**src/tdm_pcm_serial_port_regs.vh**
```
`ifndef TDM_PCM_SERIAL_PORT_REGS_VH
`define TDM_PCM_SERIAL_PORT_REGS_VH

// ----------------------------------------
// frame layout
// ----------------------------------------
`define TDM_SLOTS          32
`define TDM_SLOT_W         5
`define TDM_SLOT_BITS      8
`define TDM_BITPOS_W       3
`define TDM_FRAME_POS_W    8
`define TDM_LAST_BIT       3'h7
`define TDM_FIRST_BIT      3'h0

// ----------------------------------------
// control field positions and resets
// ----------------------------------------
`define TDM_CTRL_ODE_BIT   6
`define TDM_IDLE_LEVEL     1'b1
`define TDM_SLOT_RESET     5'h00

// ----------------------------------------
// pin sampling and timing counts
// ----------------------------------------
`define TDM_SYNC_STAGES    3
`define TDM_PIN_COUNT      5
`define TDM_CLK_PERIOD_PS  5000
`define TDM_C4_PERIOD_PS   244140
`define TDM_C4_PER_BIT     2
`define TDM_FMT_RUN        4
`define TDM_RUN_W          3

`endif

```
**src/tdm_pin_sync.v**
```verilog
`timescale 1ns/1ps
`default_nettype none

// ----------------------------------------
// three stage pin filter
// ----------------------------------------
module tdm_pin_sync #(
	parameter WIDTH = 1
) (
	input  wire             clk,
	input  wire             srst,
	input  wire [WIDTH-1:0] pin,
	output wire [WIDTH-1:0] level
);

	reg [WIDTH-1:0] s1_reg;
	reg [WIDTH-1:0] s2_reg;
	reg [WIDTH-1:0] s3_reg;
	reg [WIDTH-1:0] level_reg;

	always @(posedge clk) begin
		s1_reg <= pin;
		s2_reg <= s1_reg;
		s3_reg <= s2_reg;
	end

	genvar i;
	generate
		for (i = 0; i < WIDTH; i = i + 1) begin : g_bit
			// a change counts once stages two and three agree
			always @(posedge clk) begin
				if (srst) begin
					level_reg[i] <= 1'b0;
				end else if (s2_reg[i] == s3_reg[i]) begin
					level_reg[i] <= s3_reg[i];
				end
			end
		end
	endgenerate

	assign level = level_reg;

endmodule

`default_nettype wire

```
**src/tdm_pcm_serial_port.v**
```verilog
`timescale 1ns/1ps
`default_nettype none
`include "tdm_pcm_serial_port_regs.vh"

module tdm_pcm_serial_port #(
	parameter FMT_RUN = `TDM_FMT_RUN
) (
	input  wire                    clk,
	input  wire                    srst,
	input  wire                    bit_clock_4m,
	input  wire                    frame_pulse_in,
	input  wire                    rin_in,
	input  wire                    sin_in,
	input  wire                    output_drive_enable,
	input  wire                    ode_ctrl_bit,
	input  wire [7:0]              sout_data,
	input  wire [7:0]              rout_data,
	output reg                     sout_out,
	output reg                     sout_oe_n,
	output reg                     rout_out,
	output reg                     rout_oe_n,
	output reg  [7:0]              rin_byte,
	output reg  [7:0]              sin_byte,
	output reg  [`TDM_SLOT_W-1:0]  rx_slot,
	output reg                     rx_valid,
	output reg  [`TDM_SLOT_W-1:0]  next_slot,
	output reg                     tx_load,
	output reg                     gci_mode,
	output reg                     frame_locked
);

	// ----------------------------------------
	// pin sampling
	// ----------------------------------------
	wire [`TDM_PIN_COUNT-1:0] pins_lvl;
	wire                      c4_lvl;
	wire                      fp_lvl;
	wire                      rin_lvl;
	wire                      sin_lvl;
	wire                      ode_lvl;

	tdm_pin_sync #(
		.WIDTH (`TDM_PIN_COUNT)
	) u_sync (
		.clk   (clk),
		.srst  (srst),
		.pin   ({output_drive_enable, sin_in, rin_in, frame_pulse_in, bit_clock_4m}),
		.level (pins_lvl)
	);

	assign c4_lvl  = pins_lvl[0];
	assign fp_lvl  = pins_lvl[1];
	assign rin_lvl = pins_lvl[2];
	assign sin_lvl = pins_lvl[3];
	assign ode_lvl = pins_lvl[4];

	// ----------------------------------------
	// bit clock edges
	// ----------------------------------------
	reg  c4_prev_reg;
	wire c4_rise;

	always @(posedge clk) begin
		if (srst) begin
			c4_prev_reg <= 1'b0;
		end else begin
			c4_prev_reg <= c4_lvl;
		end
	end

	assign c4_rise = c4_lvl & ~c4_prev_reg;

	// ----------------------------------------
	// frame pulse format
	// ----------------------------------------
	reg                   run_level_reg;
	reg [`TDM_RUN_W-1:0]  run_cnt_reg;
	reg                   fmt_valid_reg;
	reg                   fp_act_prev_reg;
	wire                  fp_act;
	wire                  frame_start;

	always @(posedge clk) begin
		if (srst) begin
			run_level_reg <= 1'b0;
			run_cnt_reg   <= {`TDM_RUN_W{1'b0}};
			fmt_valid_reg <= 1'b0;
			gci_mode      <= 1'b0;
		end else if (c4_rise) begin
			if (fp_lvl != run_level_reg) begin
				run_level_reg <= fp_lvl;
				run_cnt_reg   <= {`TDM_RUN_W{1'b0}};
			end else if (run_cnt_reg == FMT_RUN[`TDM_RUN_W-1:0] - 1'b1) begin
				fmt_valid_reg <= 1'b1;
				gci_mode      <= ~fp_lvl;
			end else begin
				run_cnt_reg <= run_cnt_reg + 1'b1;
			end
		end
	end

	assign fp_act      = gci_mode ? fp_lvl : ~fp_lvl;
	assign frame_start = c4_rise & fmt_valid_reg & fp_act_prev_reg & ~fp_act;

	always @(posedge clk) begin
		if (srst) begin
			fp_act_prev_reg <= 1'b0;
		end else if (c4_rise) begin
			fp_act_prev_reg <= fmt_valid_reg & fp_act;
		end
	end

	// ----------------------------------------
	// frame position
	// ----------------------------------------
	reg                        phase_reg;
	reg [`TDM_FRAME_POS_W-1:0] pos_reg;
	wire [`TDM_FRAME_POS_W-1:0] pos_next;
	wire                       drive_edge;
	wire                       sample_edge;
	wire                       slot_first;

	assign pos_next    = frame_start ? {`TDM_FRAME_POS_W{1'b0}} : pos_reg + 1'b1;
	assign drive_edge  = frame_start | (c4_rise & frame_locked & phase_reg);
	assign sample_edge = c4_rise & frame_locked & ~phase_reg & ~frame_start;
	assign slot_first  = pos_next[`TDM_BITPOS_W-1:0] == `TDM_FIRST_BIT;

	always @(posedge clk) begin
		if (srst) begin
			phase_reg    <= 1'b0;
			pos_reg      <= {`TDM_FRAME_POS_W{1'b0}};
			frame_locked <= 1'b0;
		end else if (drive_edge) begin
			phase_reg    <= 1'b0;
			pos_reg      <= pos_next;
			frame_locked <= 1'b1;
		end else if (sample_edge) begin
			phase_reg <= 1'b1;
		end
	end

	// ----------------------------------------
	// transmit shifters
	// ----------------------------------------
	reg [7:0] sout_sh_reg;
	reg [7:0] rout_sh_reg;

	// both ports send: sout and rout shift out together, msb first
	always @(posedge clk) begin
		if (srst) begin
			sout_sh_reg <= 8'hFF;
			rout_sh_reg <= 8'hFF;
			sout_out    <= `TDM_IDLE_LEVEL;
			rout_out    <= `TDM_IDLE_LEVEL;
			tx_load     <= 1'b0;
			next_slot   <= `TDM_SLOT_RESET;
		end else begin
			tx_load <= 1'b0;
			if (drive_edge && slot_first) begin
				sout_sh_reg <= sout_data;
				rout_sh_reg <= rout_data;
				sout_out    <= sout_data[7];
				rout_out    <= rout_data[7];
				tx_load     <= 1'b1;
				next_slot   <= pos_next[`TDM_FRAME_POS_W-1:`TDM_BITPOS_W] + 1'b1;
			end else if (drive_edge) begin
				sout_sh_reg <= {sout_sh_reg[6:0], 1'b1};
				sout_out    <= sout_sh_reg[6];
				rout_sh_reg <= {rout_sh_reg[6:0], 1'b1};
				rout_out    <= rout_sh_reg[6];
			end
		end
	end

	// ----------------------------------------
	// receive shifters
	// ----------------------------------------
	reg [6:0] rin_sh_reg;
	reg [6:0] sin_sh_reg;

	always @(posedge clk) begin
		if (srst) begin
			rin_sh_reg <= 7'h00;
			sin_sh_reg <= 7'h00;
			rin_byte   <= 8'h00;
			sin_byte   <= 8'h00;
			rx_slot    <= `TDM_SLOT_RESET;
			rx_valid   <= 1'b0;
		end else begin
			rx_valid <= 1'b0;
			if (sample_edge) begin
				rin_sh_reg <= {rin_sh_reg[5:0], rin_lvl};
				sin_sh_reg <= {sin_sh_reg[5:0], sin_lvl};
				if (pos_reg[`TDM_BITPOS_W-1:0] == `TDM_LAST_BIT) begin
					rin_byte <= {rin_sh_reg, rin_lvl};
					sin_byte <= {sin_sh_reg, sin_lvl};
					rx_slot  <= pos_reg[`TDM_FRAME_POS_W-1:`TDM_BITPOS_W];
					rx_valid <= 1'b1;
				end
			end
		end
	end

	// ----------------------------------------
	// output drive enable
	// ----------------------------------------
	always @(posedge clk) begin
		if (srst) begin
			sout_oe_n <= 1'b1;
			rout_oe_n <= 1'b1;
		end else begin
			sout_oe_n <= ~(ode_lvl & ode_ctrl_bit);
			rout_oe_n <= ~(ode_lvl & ode_ctrl_bit);
		end
	end

endmodule

`default_nettype wire

```
**config.mk**
```make
export PLATFORM = sky130hd
export DESIGN_NAME = tdm_pcm_serial_port
export DESIGN_NICKNAME = d
export VERILOG_FILES = /design/src/tdm_pin_sync.v /design/src/tdm_pcm_serial_port.v
export VERILOG_INCLUDE_DIRS = /design/src
export SDC_FILE = /design/constraint.sdc
export NUM_CORES = 1
export LEC_CHECK = 0
export ABC_AREA = 1
export BUFFER_PORTS_ARGS = -buffer_cell sky130_fd_sc_hd__buf_2
export CAP_MARGIN = 20
export CORE_ASPECT_RATIO = 1.5
export CORE_MARGIN = 2
export CORE_UTILIZATION = 40
export CTS_CLUSTER_DIAMETER = 150
export DETAILED_ROUTE_END_ITERATION = 12
export PLACE_DENSITY = 0.64
export SKIP_LAST_GASP = 1
export SYNTH_ARGS = -nofsm -noshare
export SYNTH_HDL_FRONTEND = slang
export SYNTH_SLANG_ARGS = --single-unit
```
**constraint.sdc**
```tcl
create_clock -name clk -period 2.5 [get_ports clk]
set_input_delay 0.25 -clock clk [delete_from_list [all_inputs] [get_ports clk]]
set_output_delay 0.25 -clock clk [all_outputs]
set_load 0.02 [all_outputs]
```
Word level (Yosys, flattened, before mapping)
Index checks and enable logic that the tools add are counted.
Cells by class
  multiplexer cells: 14
  equality and inequality tests: 9
  add/subtract/negate cells: 3
  bitwise operators: 19
  reduce and logical (&&, ||, !) cells: 9
Operators with widths (number)
  $mux 7: 4
  $and 1x1->1: 10
  $add 8x1->8 const B: 1
  $mux 8: 1
  $not 1->1: 8
  $mux 1: 7
  $mux 3: 2
  $reduce_and 2->1: 3
  $add 5x1->5 const B: 1
  $eq 1x1->1: 5
  $reduce_or 2->1: 2
  $add 3x1->3 const B: 1
  $eq 3x2->1 const B: 1
  $eq 3x3->1 const B: 1
  $logic_not 3->1: 1
  $reduce_and 3->1: 1
  $ne 2x2->1 const B: 1
  $reduce_bool 2->1: 1
  $logic_and 1x1->1: 1
  $ne 1x1->1: 1
  $or 1x1->1: 1
Storage, ports and cells
  output and inout bits: 34
  word-level logic and storage cells: 84
  register bits: 97

Logic depth before layout (Yosys ltp)
Gate-level depths: netlist (run 1).
  word-level depth: 9
  gate-level depth with buffers: 14

Modules after synthesis
From an unflattened synthesis (run 1), not the netlist that was laid out.
Second synthesis, totals
  cells, all modules: 434
  area, all modules: 3613.5 µm²
By module, submodules not included
  tdm_pcm_serial_port: cells each 398, sequential area each 1541.5 µm², times used 1, area each 3140.5 µm²
  tdm_pin_sync: cells each 36, sequential area each 400.4 µm², times used 1, area each 473.0 µm²

Least setup slack after synthesis (run 1)
OpenSTA, ideal clock, no wires.
  path type: register to register
  start: register gci_mode
  end: register next_slot[4]
  setup time: 0.109 ns
  arrival: 1.644 ns
  required time: 2.391 ns
  cell stages (with the launch flop): 13
  setup slack: 0.747 ns
  clock period less this slack: 1.753 ns
  cell sequence: dfxtp_1 -> xor2_1 -> nand2_2 -> buf_6 -> nand3_1 -> inv_1 -> ha_1 -> inv_1 -> nor2_1 -> nand3_1 -> nand3_1 -> nand2_1 -> inv_1
RTL lines
  start: declaration: RTL line tdm_pcm_serial_port.v:28  | output reg gci_mode,
  start signal: assignment: RTL line tdm_pcm_serial_port.v:95  | gci_mode <= ~fp_lvl;
  $mux 1: RTL line tdm_pcm_serial_port.v:102  | assign fp_act = gci_mode ? fp_lvl : ~fp_lvl;
  $not 1->1: RTL line tdm_pcm_serial_port.v:103  | assign frame_start = c4_rise & fmt_valid_reg & fp_act_prev_reg & ~fp_act;
  $and 1x1->1: RTL line tdm_pcm_serial_port.v:103
  $mux 8: RTL line tdm_pcm_serial_port.v:123  | assign pos_next = frame_start ? {`TDM_FRAME_POS_W{1'b0}} : pos_reg + 1'b1;
  net pos_next[3]: RTL line tdm_pcm_serial_port.v:118  | wire [`TDM_FRAME_POS_W-1:0] pos_next;
  $add 5x1->5: RTL line tdm_pcm_serial_port.v:165  | next_slot <= pos_next[`TDM_FRAME_POS_W-1:`TDM_BITPOS_W] + 1'b1;
  end signal: assignment: RTL line tdm_pcm_serial_port.v:156  | next_slot <= `TDM_SLOT_RESET;
  end signal: assignment: RTL line tdm_pcm_serial_port.v:165
  end: declaration: RTL line tdm_pcm_serial_port.v:26  | output reg [`TDM_SLOT_W-1:0] next_slot,
The timed path passes the listed nets, and every way through them passes these cells.
A chain may end at the register's enable or synchronous reset.

Worst setup path after layout (run 1)
  start: register u_sync.level_reg[1], in the netlist u_sync.level[1]
  end: register rin_byte[6]
On the way
  longest elaborated chain between the ends: 7
Ends and longest elaborated chain
  start: declaration: RTL line tdm_pin_sync.v:19  | reg [WIDTH-1:0] level_reg;
  start signal: indexed assignment: RTL line tdm_pin_sync.v:35  | level_reg[i] <= s3_reg[i];
  $not 1->1: RTL line tdm_pcm_serial_port.v:102
  $mux 1 (*): RTL line tdm_pcm_serial_port.v:102
  $not 1->1 (*): RTL line tdm_pcm_serial_port.v:103
  $and 1x1->1 (*): RTL line tdm_pcm_serial_port.v:103
  $not 1->1 (*): RTL line tdm_pcm_serial_port.v:125  | assign sample_edge = c4_rise & frame_locked & ~phase_reg & ~frame_start;
  $and 1x1->1 (*): RTL line tdm_pcm_serial_port.v:125
  $reduce_and 2->1 (no line) (*)
  end signal: assignment: RTL line tdm_pcm_serial_port.v:195  | rin_byte <= {rin_sh_reg, rin_lvl};
  end: declaration: RTL line tdm_pcm_serial_port.v:22  | output reg [7:0] rin_byte,
Every way passes the cells marked *; elsewhere a longest branch is shown, timed or not.

==> impl_metrics.ini, run 1 <==
[synth]
synth_enable_flop_cells = 0
ys_seq_elements = 97
synth_largest_type_area_fraction_pct = 51.7
yosysTopAreaCell = sky130_fd_sc_hd__dfxtp_1
yosys_warnings = 0
avgSynthCellArea_um2 = 8.48
post_synth_instance_area_um2 = 3750
synth_async_sr_flop_share_pct = 0
synth_cell_type_count = 34
synth.top_cells.by_count = 97 x sky130_fd_sc_hd__dfxtp_1, 87 x sky130_fd_sc_hd__nand2_1, 55 x sky130_fd_sc_hd__nor2_1
syn_inst = 443
synth_top_cells_by_area = sky130_fd_sc_hd__dfxtp_1 52%, sky130_fd_sc_hd__nand2_1 8.7%, sky130_fd_sc_hd__nand3_1 5.7%, sky130_fd_sc_hd__nor2_1 5.5%, sky130_fd_sc_hd__o21ai_0 3.7%
syn-num-nets = 472
top_reg_cell_synth = sky130_fd_sc_hd__dfxtp_1
synth.most_common_cell = sky130_fd_sc_hd__dfxtp_1
synth_seq_area_share_pct = 51.7

[hold_path]
timing.hold.worst.start = bit_clock_4m
hold_end = u_sync.s1_reg[0]
worstHoldPathType = input port to register
min_delay_path_depth = 1

[floorplan]
floorplan.initialDensity_pct = 40.8
horizontal_extent_of_the_die_um = 83.1
design.die.area_um2 = 10200
core.rowCount = 43
die-height_um = 123
design.core.area_um2 = 9200
io-pin-count = 58

[power_and_ir_drop]
power.density_nw_per_um2 = 693
design_power_total_mw = 3.04
p_leak_nw = 2.04
power.ir.vdd_worst_uv = 386

[detailed_routing]
antenna_violating_nets_post_route = 0
drtPass1Iterations = 4
dr.first_iter.drc_count = 82
wl_mm = 7.30
route.vias.total = 3034
avgViaCountPerCell = 4.95
remaining_drc_errors = 0
route.detailed.wl_per_inst_um = 11.9

[run_status]
status = finished, final reports clean

[setup_path]
timing.reg2reg.worst_path_depth = 8
worstSetupEndpointType = register
worstPathCellList = xor2_1 -> nand2_2 -> nand4_4 -> inv_4 -> nand3_2 -> inv_1 -> nand2_1 -> nand2_1
worst_path_most_repeated_cell = sky130_fd_sc_hd__nand2_1
critPathMaxFanout = 25
cp.arrival_ns = 2.31
worstPathRequired_ns = 2.79
timing.critical_path.from_type = register
cp_slowest_stage_delay_ns = 0.37
r2r_startpoint = u_sync.level[1]
origin_of_the_worst_setup_path = u_sync.level[1]
rrSetupSlack_ns = 0.49
worstReg2RegEnd = rin_byte[6]
slowest_cell_on_crit_path = sky130_fd_sc_hd__dfxtp_1
path_class = register to register

[finish]
finalNetCount = 525
antenna-diode-count = 0
seq_area_um2 = 1940
num-fill-cells = 924
final_area_um2 = 4390
multiInputGateArea_um2 = 1530
drive_above_1_share_pct = 22.0
areaGrowthSynthToFinish_pct = 16.9

[cts]
max-clock-path-buffers = 2
clock_tree_from_tritoncts = built
cts_repair_resize_count = 0
clk_latency_ns = 0.35
cts.reportedPaths.clkPinSlew_ns = 0.07
cts_htree_levels = 3
cts-buffers-inserted = 9
clk_root_buffer_cell = sky130_fd_sc_hd__clkbuf_16
cts_num_sinks = 97

[global_routing]
grt_start_max_net_pins = 31
overflow = 0
grt_pass1_wl_mm = 12.5
antenna_found_initial = 0
global_route.usage.total_pct = 15.0
grt_pass1_vias = 2911

[sta]
final.min_clock_period_ns = 2.01
slew_headroom_pct = 70.2
fin_worst_skew_ns = 0.00977
setup-tns-final_ns = 0
hold_violations = 0
timing.fmax_mhz = 497
grt_setup_unrepaired = no
worst-slew-pin-transition_ns = 0.447
timing.final.max_slew_violations = 0
fin_crit_sh_pct = 80.5
timing.final.setup_violations = 0

[placement]
instance_area_at_placement_um2 = 4050
io_buffer_count = 57
globalplace.congestion = 0.805
hpwlAfterDp_mm = 5.09

[run]
drv.max_cap_violation_count = 0
## metrics by stage
stage / util, % / hold slack [ns] / std cells / worst slack [ns]
after detailed placement: 44.0 / 0.312 / 593 / 0.474
after floorplan: - / 0.278 / 443 / 0.747
after global placement: 44.0 / 0.312 / 593 / 0.525
after CTS: 47.7 / 0.00192 / 613 / 0.460
after global routing: 47.7 / 0.00932 / 613 / 0.212
final: 47.7 / 0.0100 / 613 / 0.488
## layout make-up
cell class | instances | area share (%)
multi-input cells | 293 | 34.9
repair buffers | 65 | 8.09
clock buffers | 11 | 5.53
clock inverters | 5 | 1.42
well taps | 112 | 3.19
flip-flops and latches | 97 | 44.2
inverters | 30 | 2.62
## worst max-delay path by stage
stage,to,cells after the start
finish,rin_byte[6],8
global route,sin_byte[4],8
CTS,rin_byte[1],8
detailed placement,rin_byte[6],8
global placement,rin_byte[6],8
floorplan,next_slot[4],12
## per-layer routing
layer / up-vias / track usage (%) / share of wire (%)
li1: 1570 / - / -
met1: 1392 / 16.8 / 45
met2: 58 / 25.8 / 49
met3: 14 / 4.44 / 4.3
met4: 0 / 8.30 / 2.5
met5: - / 0 / 0
## critical path, delay by kind of cell (launching register included)
family	cells	cell delay (ns)
AND/OR/NAND/NOR	5	0.83
buffers and inverters	2	0.56
flip-flops	1	0.37
XOR/XNOR	1	0.20
## logic make-up after synthesis
family | share of synthesized area, %
simple gates | 28.6
xor+xnor | 0.467
flops | 51.7
fa+ha+maj | 1.67
compound gates | 10.1
buf+inv | 7.46
## power breakdown
group	internal (mW)	switching (mW)	leakage [nW]
Sequential	1.57	0.0119	0.789
Combinational	0.0325	0.0465	1.11
Clock	0.807	0.577	0.142
Total	2.41	0.636	2.04
## layout by cell type, fill, tap and decap left out, types with 2 or more instances in the layout
cell,netlist,layout
sky130_fd_sc_hd__dlygate4sd3_1,0,4
sky130_fd_sc_hd__nor2_1,55,55
sky130_fd_sc_hd__o21ai_2,2,2
sky130_fd_sc_hd__o22ai_1,6,6
sky130_fd_sc_hd__buf_2,6,57
sky130_fd_sc_hd__ha_1,5,5
sky130_fd_sc_hd__nand4_1,7,7
sky130_fd_sc_hd__clkbuf_16,0,9
sky130_fd_sc_hd__inv_1,25,24
sky130_fd_sc_hd__clkinv_1,1,2
sky130_fd_sc_hd__o21ai_0,28,28
sky130_fd_sc_hd__a21oi_1,24,24
sky130_fd_sc_hd__nand2_2,3,3
sky130_fd_sc_hd__dfxtp_1,97,97
sky130_fd_sc_hd__nand3_1,43,43
sky130_fd_sc_hd__inv_2,3,3
sky130_fd_sc_hd__nand3_2,11,11
sky130_fd_sc_hd__buf_4,3,4
sky130_fd_sc_hd__nand4_2,9,9
sky130_fd_sc_hd__nand2_1,87,87
sky130_fd_sc_hd__clkinvlp_4,0,2
sky130_fd_sc_hd__o21ai_1,2,2
## repair_timing
item	CTS	global route
hold buffers	4	0
buffers inserted	0	0
hold endpoints to repair	4	0
Note: power is estimated with default switching activity, not from simulation.
==> run 2, diff against run 1 <==
--- a/config.mk
+++ b/config.mk
@@ -6,7 +6,7 @@
 export SDC_FILE = /design/constraint.sdc
 export NUM_CORES = 1
 export LEC_CHECK = 0
-export ABC_AREA = 1
+export ABC_AREA = 0
 export BUFFER_PORTS_ARGS = -buffer_cell sky130_fd_sc_hd__buf_2
 export CAP_MARGIN = 20
 export CORE_ASPECT_RATIO = 1.5
@@ -14,7 +14,7 @@
 export CORE_UTILIZATION = 40
 export CTS_CLUSTER_DIAMETER = 150
 export DETAILED_ROUTE_END_ITERATION = 12
-export PLACE_DENSITY = 0.64
+export PLACE_DENSITY = 0.66
 export SKIP_LAST_GASP = 1
 export SYNTH_ARGS = -nofsm -noshare
 export SYNTH_HDL_FRONTEND = slang
==> constraint.sdc (replaced) <==
create_clock -name clk -period 1.8 [get_ports clk]
set_input_delay 0.18 -clock clk [delete_from_list [all_inputs] [get_ports clk]]
set_output_delay 0.18 -clock clk [all_outputs]
set_load 0.02 [all_outputs]
==> run 2 against run 1 <==
  * The run now ends with setup timing left
  * Cell count down 1.6%
  * First-iteration DRC count decreased by 13%
  * Register-to-register slack got worse by 0.57 ns
  * Highest routed layer unchanged
  * Global-route usage rose by 2.6 points
  * Routed wire length rose by 9.2%
  * Non-clock buffer count up 41
  * Critical endpoint is now next_slot[4]
==> impl_metrics.ini, run 2 <==
[run_status]
status = complete, but fails checks
violated_checks = setup timing

[cts]
clk_root_buffer_cell = sky130_fd_sc_hd__clkbuf_16
cts_htree_levels = 3
max-clock-path-buffers = 2
cts.reportedPaths.clkPinSlew_ns = 0.06
cts-buffers-inserted = 9
clk_latency_ns = 0.34
clock_tree_from_tritoncts = built
cts_num_sinks = 97

[synth]
synth_top_cells_by_area = sky130_fd_sc_hd__dfxtp_1 54%, sky130_fd_sc_hd__nand2_1 7.8%, sky130_fd_sc_hd__a21oi_1 5.3%, sky130_fd_sc_hd__mux2i_1 4.5%, sky130_fd_sc_hd__nor2_1 4.2%
yosys_warnings = 0
synth_largest_type_area_fraction_pct = 54.2
post_synth_instance_area_um2 = 3580
avgSynthCellArea_um2 = 8.99
synth.top_cells.by_count = 97 x sky130_fd_sc_hd__dfxtp_1, 74 x sky130_fd_sc_hd__nand2_1, 40 x sky130_fd_sc_hd__nor2_1
synth.most_common_cell = sky130_fd_sc_hd__dfxtp_1
ys_seq_elements = 97
syn-num-nets = 427
synth_async_sr_flop_share_pct = 0
syn_inst = 398
top_reg_cell_synth = sky130_fd_sc_hd__dfxtp_1
synth_seq_area_share_pct = 54.2
synth_enable_flop_cells = 0
yosysTopAreaCell = sky130_fd_sc_hd__dfxtp_1
synth_cell_type_count = 41

[sta]
timing.final.max_slew_violations = 0
timing.fmax_mhz = 532
final.min_clock_period_ns = 1.88
fin_crit_sh_pct = 104
hold_violations = 0
slew_headroom_pct = 54.5
fin_worst_skew_ns = 0.00448
timing.final.setup_violations = 4
grt_setup_unrepaired = yes
postLayoutSetupSlackWorst_ns = -0.0792
worst-slew-pin-transition_ns = 0.683
setup-tns-final_ns = -0.118

[setup_path]
cp_slowest_stage_delay_ns = 0.53
worstSetupEndpointType = register
worstPathRequired_ns = 2.06
slowest_cell_on_crit_path = sky130_fd_sc_hd__or4_4
worstReg2RegEnd = next_slot[4]
timing.critical_path.from_type = register
path_class = register to register
critPathMaxFanout = 6
rrSetupSlack_ns = -0.08
worstPathCellList = nand4_1 -> or3_1 -> and2_1 -> or4_4 -> a311oi_2
r2r_startpoint = pos_reg[2]
cp.arrival_ns = 2.14
timing.reg2reg.worst_path_depth = 5

[floorplan]
io-pin-count = 58
design.die.area_um2 = 9740
horizontal_extent_of_the_die_um = 81.2
design.core.area_um2 = 8780
core.rowCount = 42
floorplan.initialDensity_pct = 40.8
die-height_um = 120

[placement]
hpwlAfterDp_mm = 5.19
post-place-cells = 578
io_buffer_count = 57
globalplace.congestion = 0.812
post-place-ws_ns = -0.196

[hold_path]
worstHoldPathType = input port to register
timing.hold.worst.start = ode_ctrl_bit
min_delay_path_depth = 2
hold_end = rout_oe_n

[global_routing]
grt_pass1_wl_mm = 13.1
grt_start_max_net_pins = 47
grt.met1_usage_pct = 19.7
grt_util_met2_pct = 29.8
antenna_found_initial = 0
global_route.peak_usage_layer = met2
global_route.usage.total_pct = 17.7
overflow = 0
grt_pass1_vias = 2978
use_met3_pct = 3.61

[detailed_routing]
antenna_violating_nets_post_route = 0
drtPass1Iterations = 4
route.vias.total = 3043
wl_mm = 7.97
remaining_drc_errors = 0
dr.first_iter.drc_count = 71
route.detailed.wl_per_inst_um = 13.2
avgViaCountPerCell = 5.05

[power_and_ir_drop]
p_leak_nw = 1.93
power.density_nw_per_um2 = 899
power.ir.vdd_worst_uv = 761

[finish]
final_cell_mix = 92 x sky130_fd_sc_hd__dfxtp_1, 74 x sky130_fd_sc_hd__nand2_1, 57 x sky130_fd_sc_hd__buf_2, 38 x sky130_fd_sc_hd__a21oi_1, 37 x sky130_fd_sc_hd__buf_4
antenna-diode-count = 0
layout_commonest_cell = sky130_fd_sc_hd__dfxtp_1
finalNetCount = 518
areaGrowthSynthToFinish_pct = 36.5
drive_above_1_share_pct = 31.0
final_cells = 603

[run]
drv.max_cap_violation_count = 0
-- run 2: cell types whose count changed in the layout (fill, tap and decap cells not counted), sizes merged, moves of 7 or more --
cell    before  now
buf         61  101
nand4       17    2
nand2       91   74
nand3       54   20
inv         29    8
mux2i        0   16
o21ai       32    9
a21oi       25   38
nor2        56   40
xnor2        1    8
a221oi       0   14
-- run 2: per-layer routing --
| layer | part of all wire (%) | routed length (um) |
|---|---|---|
| met5 | 0 | 0 |
| met4 | 3.6 | 286 |
| met3 | 3.1 | 250 |
| met2 | 52 | 4140 |
| met1 | 41 | 3290 |
-- run 2: logic make-up (layout without fill, tap and decap cells) --
logic type | after synthesis | after routing | synth area share (%)
simple gates | 160 | 160 | 19.6
buf+inv | 33 | 128 | 3.84
xor+xnor | 10 | 10 | 2.45
fa+ha+maj | 5 | 5 | 1.75
flops | 97 | 97 | 54.2
mux | 16 | 16 | 4.47
compound gates | 77 | 77 | 13.7
-- run 2: where the power goes --
| part | total (mW) | switching [mW] | internal (mW) |
|---|---|---|---|
| sequential | 2.19 | 0.0160 | 2.17 |
| combinational | 0.128 | 0.0706 | 0.0577 |
| clock | 2.08 | 0.788 | 1.29 |
| total | 4.39 | 0.875 | 3.52 |
-- run 2: how the worst max path moves through the flow --
| stage | slack [ns] | cells past startpoint | from | to |
|---|---|---|---|---|
| 3_3_place_gp | -0.15 | 5 | pos_reg[2] | next_slot[4] |
| 3_5_place_dp | -0.20 | 5 | pos_reg[2] | next_slot[4] |
| 5_1_grt | -0.19 | 6 | pos_reg[0] | next_slot[4] |
| 2_1_floorplan | -0.12 | 6 | pos_reg[1] | next_slot[4] |
| 6_report | -0.08 | 5 | pos_reg[2] | next_slot[4] |
| 4_1_cts | -0.09 | 6 | pos_reg[1] | next_slot[4] |
-- run 2: cell type report --
| type | instances | area (um2) |
|---|---|---|
| clock inverters | 5 | 76.3 |
| multi-input cells | 268 | 1720 |
| well taps | 110 | 138 |
| clock buffers | 10 | 250 |
| inverters | 7 | 26.3 |
| fillers | 781 | 3890 |
| repair buffers | 106 | 726 |
| flip-flops and latches | 97 | 1960 |
-- run 2: metrics by stage --
step | hold WS, ns | util (%) | power (mW) | instance area [um2]
final | 0.0229 | 55.7 | 4.39 | 4890
after detailed placement | 0.284 | 48.9 | 2.35 | 4290
after global placement | 0.282 | 48.9 | 2.35 | 4290
after CTS | 0.0134 | 55.2 | 4.44 | 4840
after global routing | 0.0309 | 55.7 | 4.53 | 4890
after floorplan | 0.208 | - | 2.30 | 3680
-- run 2: repair_timing --
| action | in CTS | in global routing |
|---|---|---|
| endpoints found under the hold margin | 5 | 0 |
| setup buffers | 3 | 0 |
| pin swaps | 4 | 4 |
| setup endpoints to repair | 18 | 30 |
| hold buffers | 5 | 0 |
| resized for setup | 22 | 10 |
| cloned | 1 | 1 |
-- run 2: worst max-delay path, delay by kind of cell (launching register included) --
| kind | cells | cell delay [ns] |
|---|---|---|
| simple gates | 4 | 1.20 |
| flops | 1 | 0.40 |
| compound gates | 1 | 0.19 |
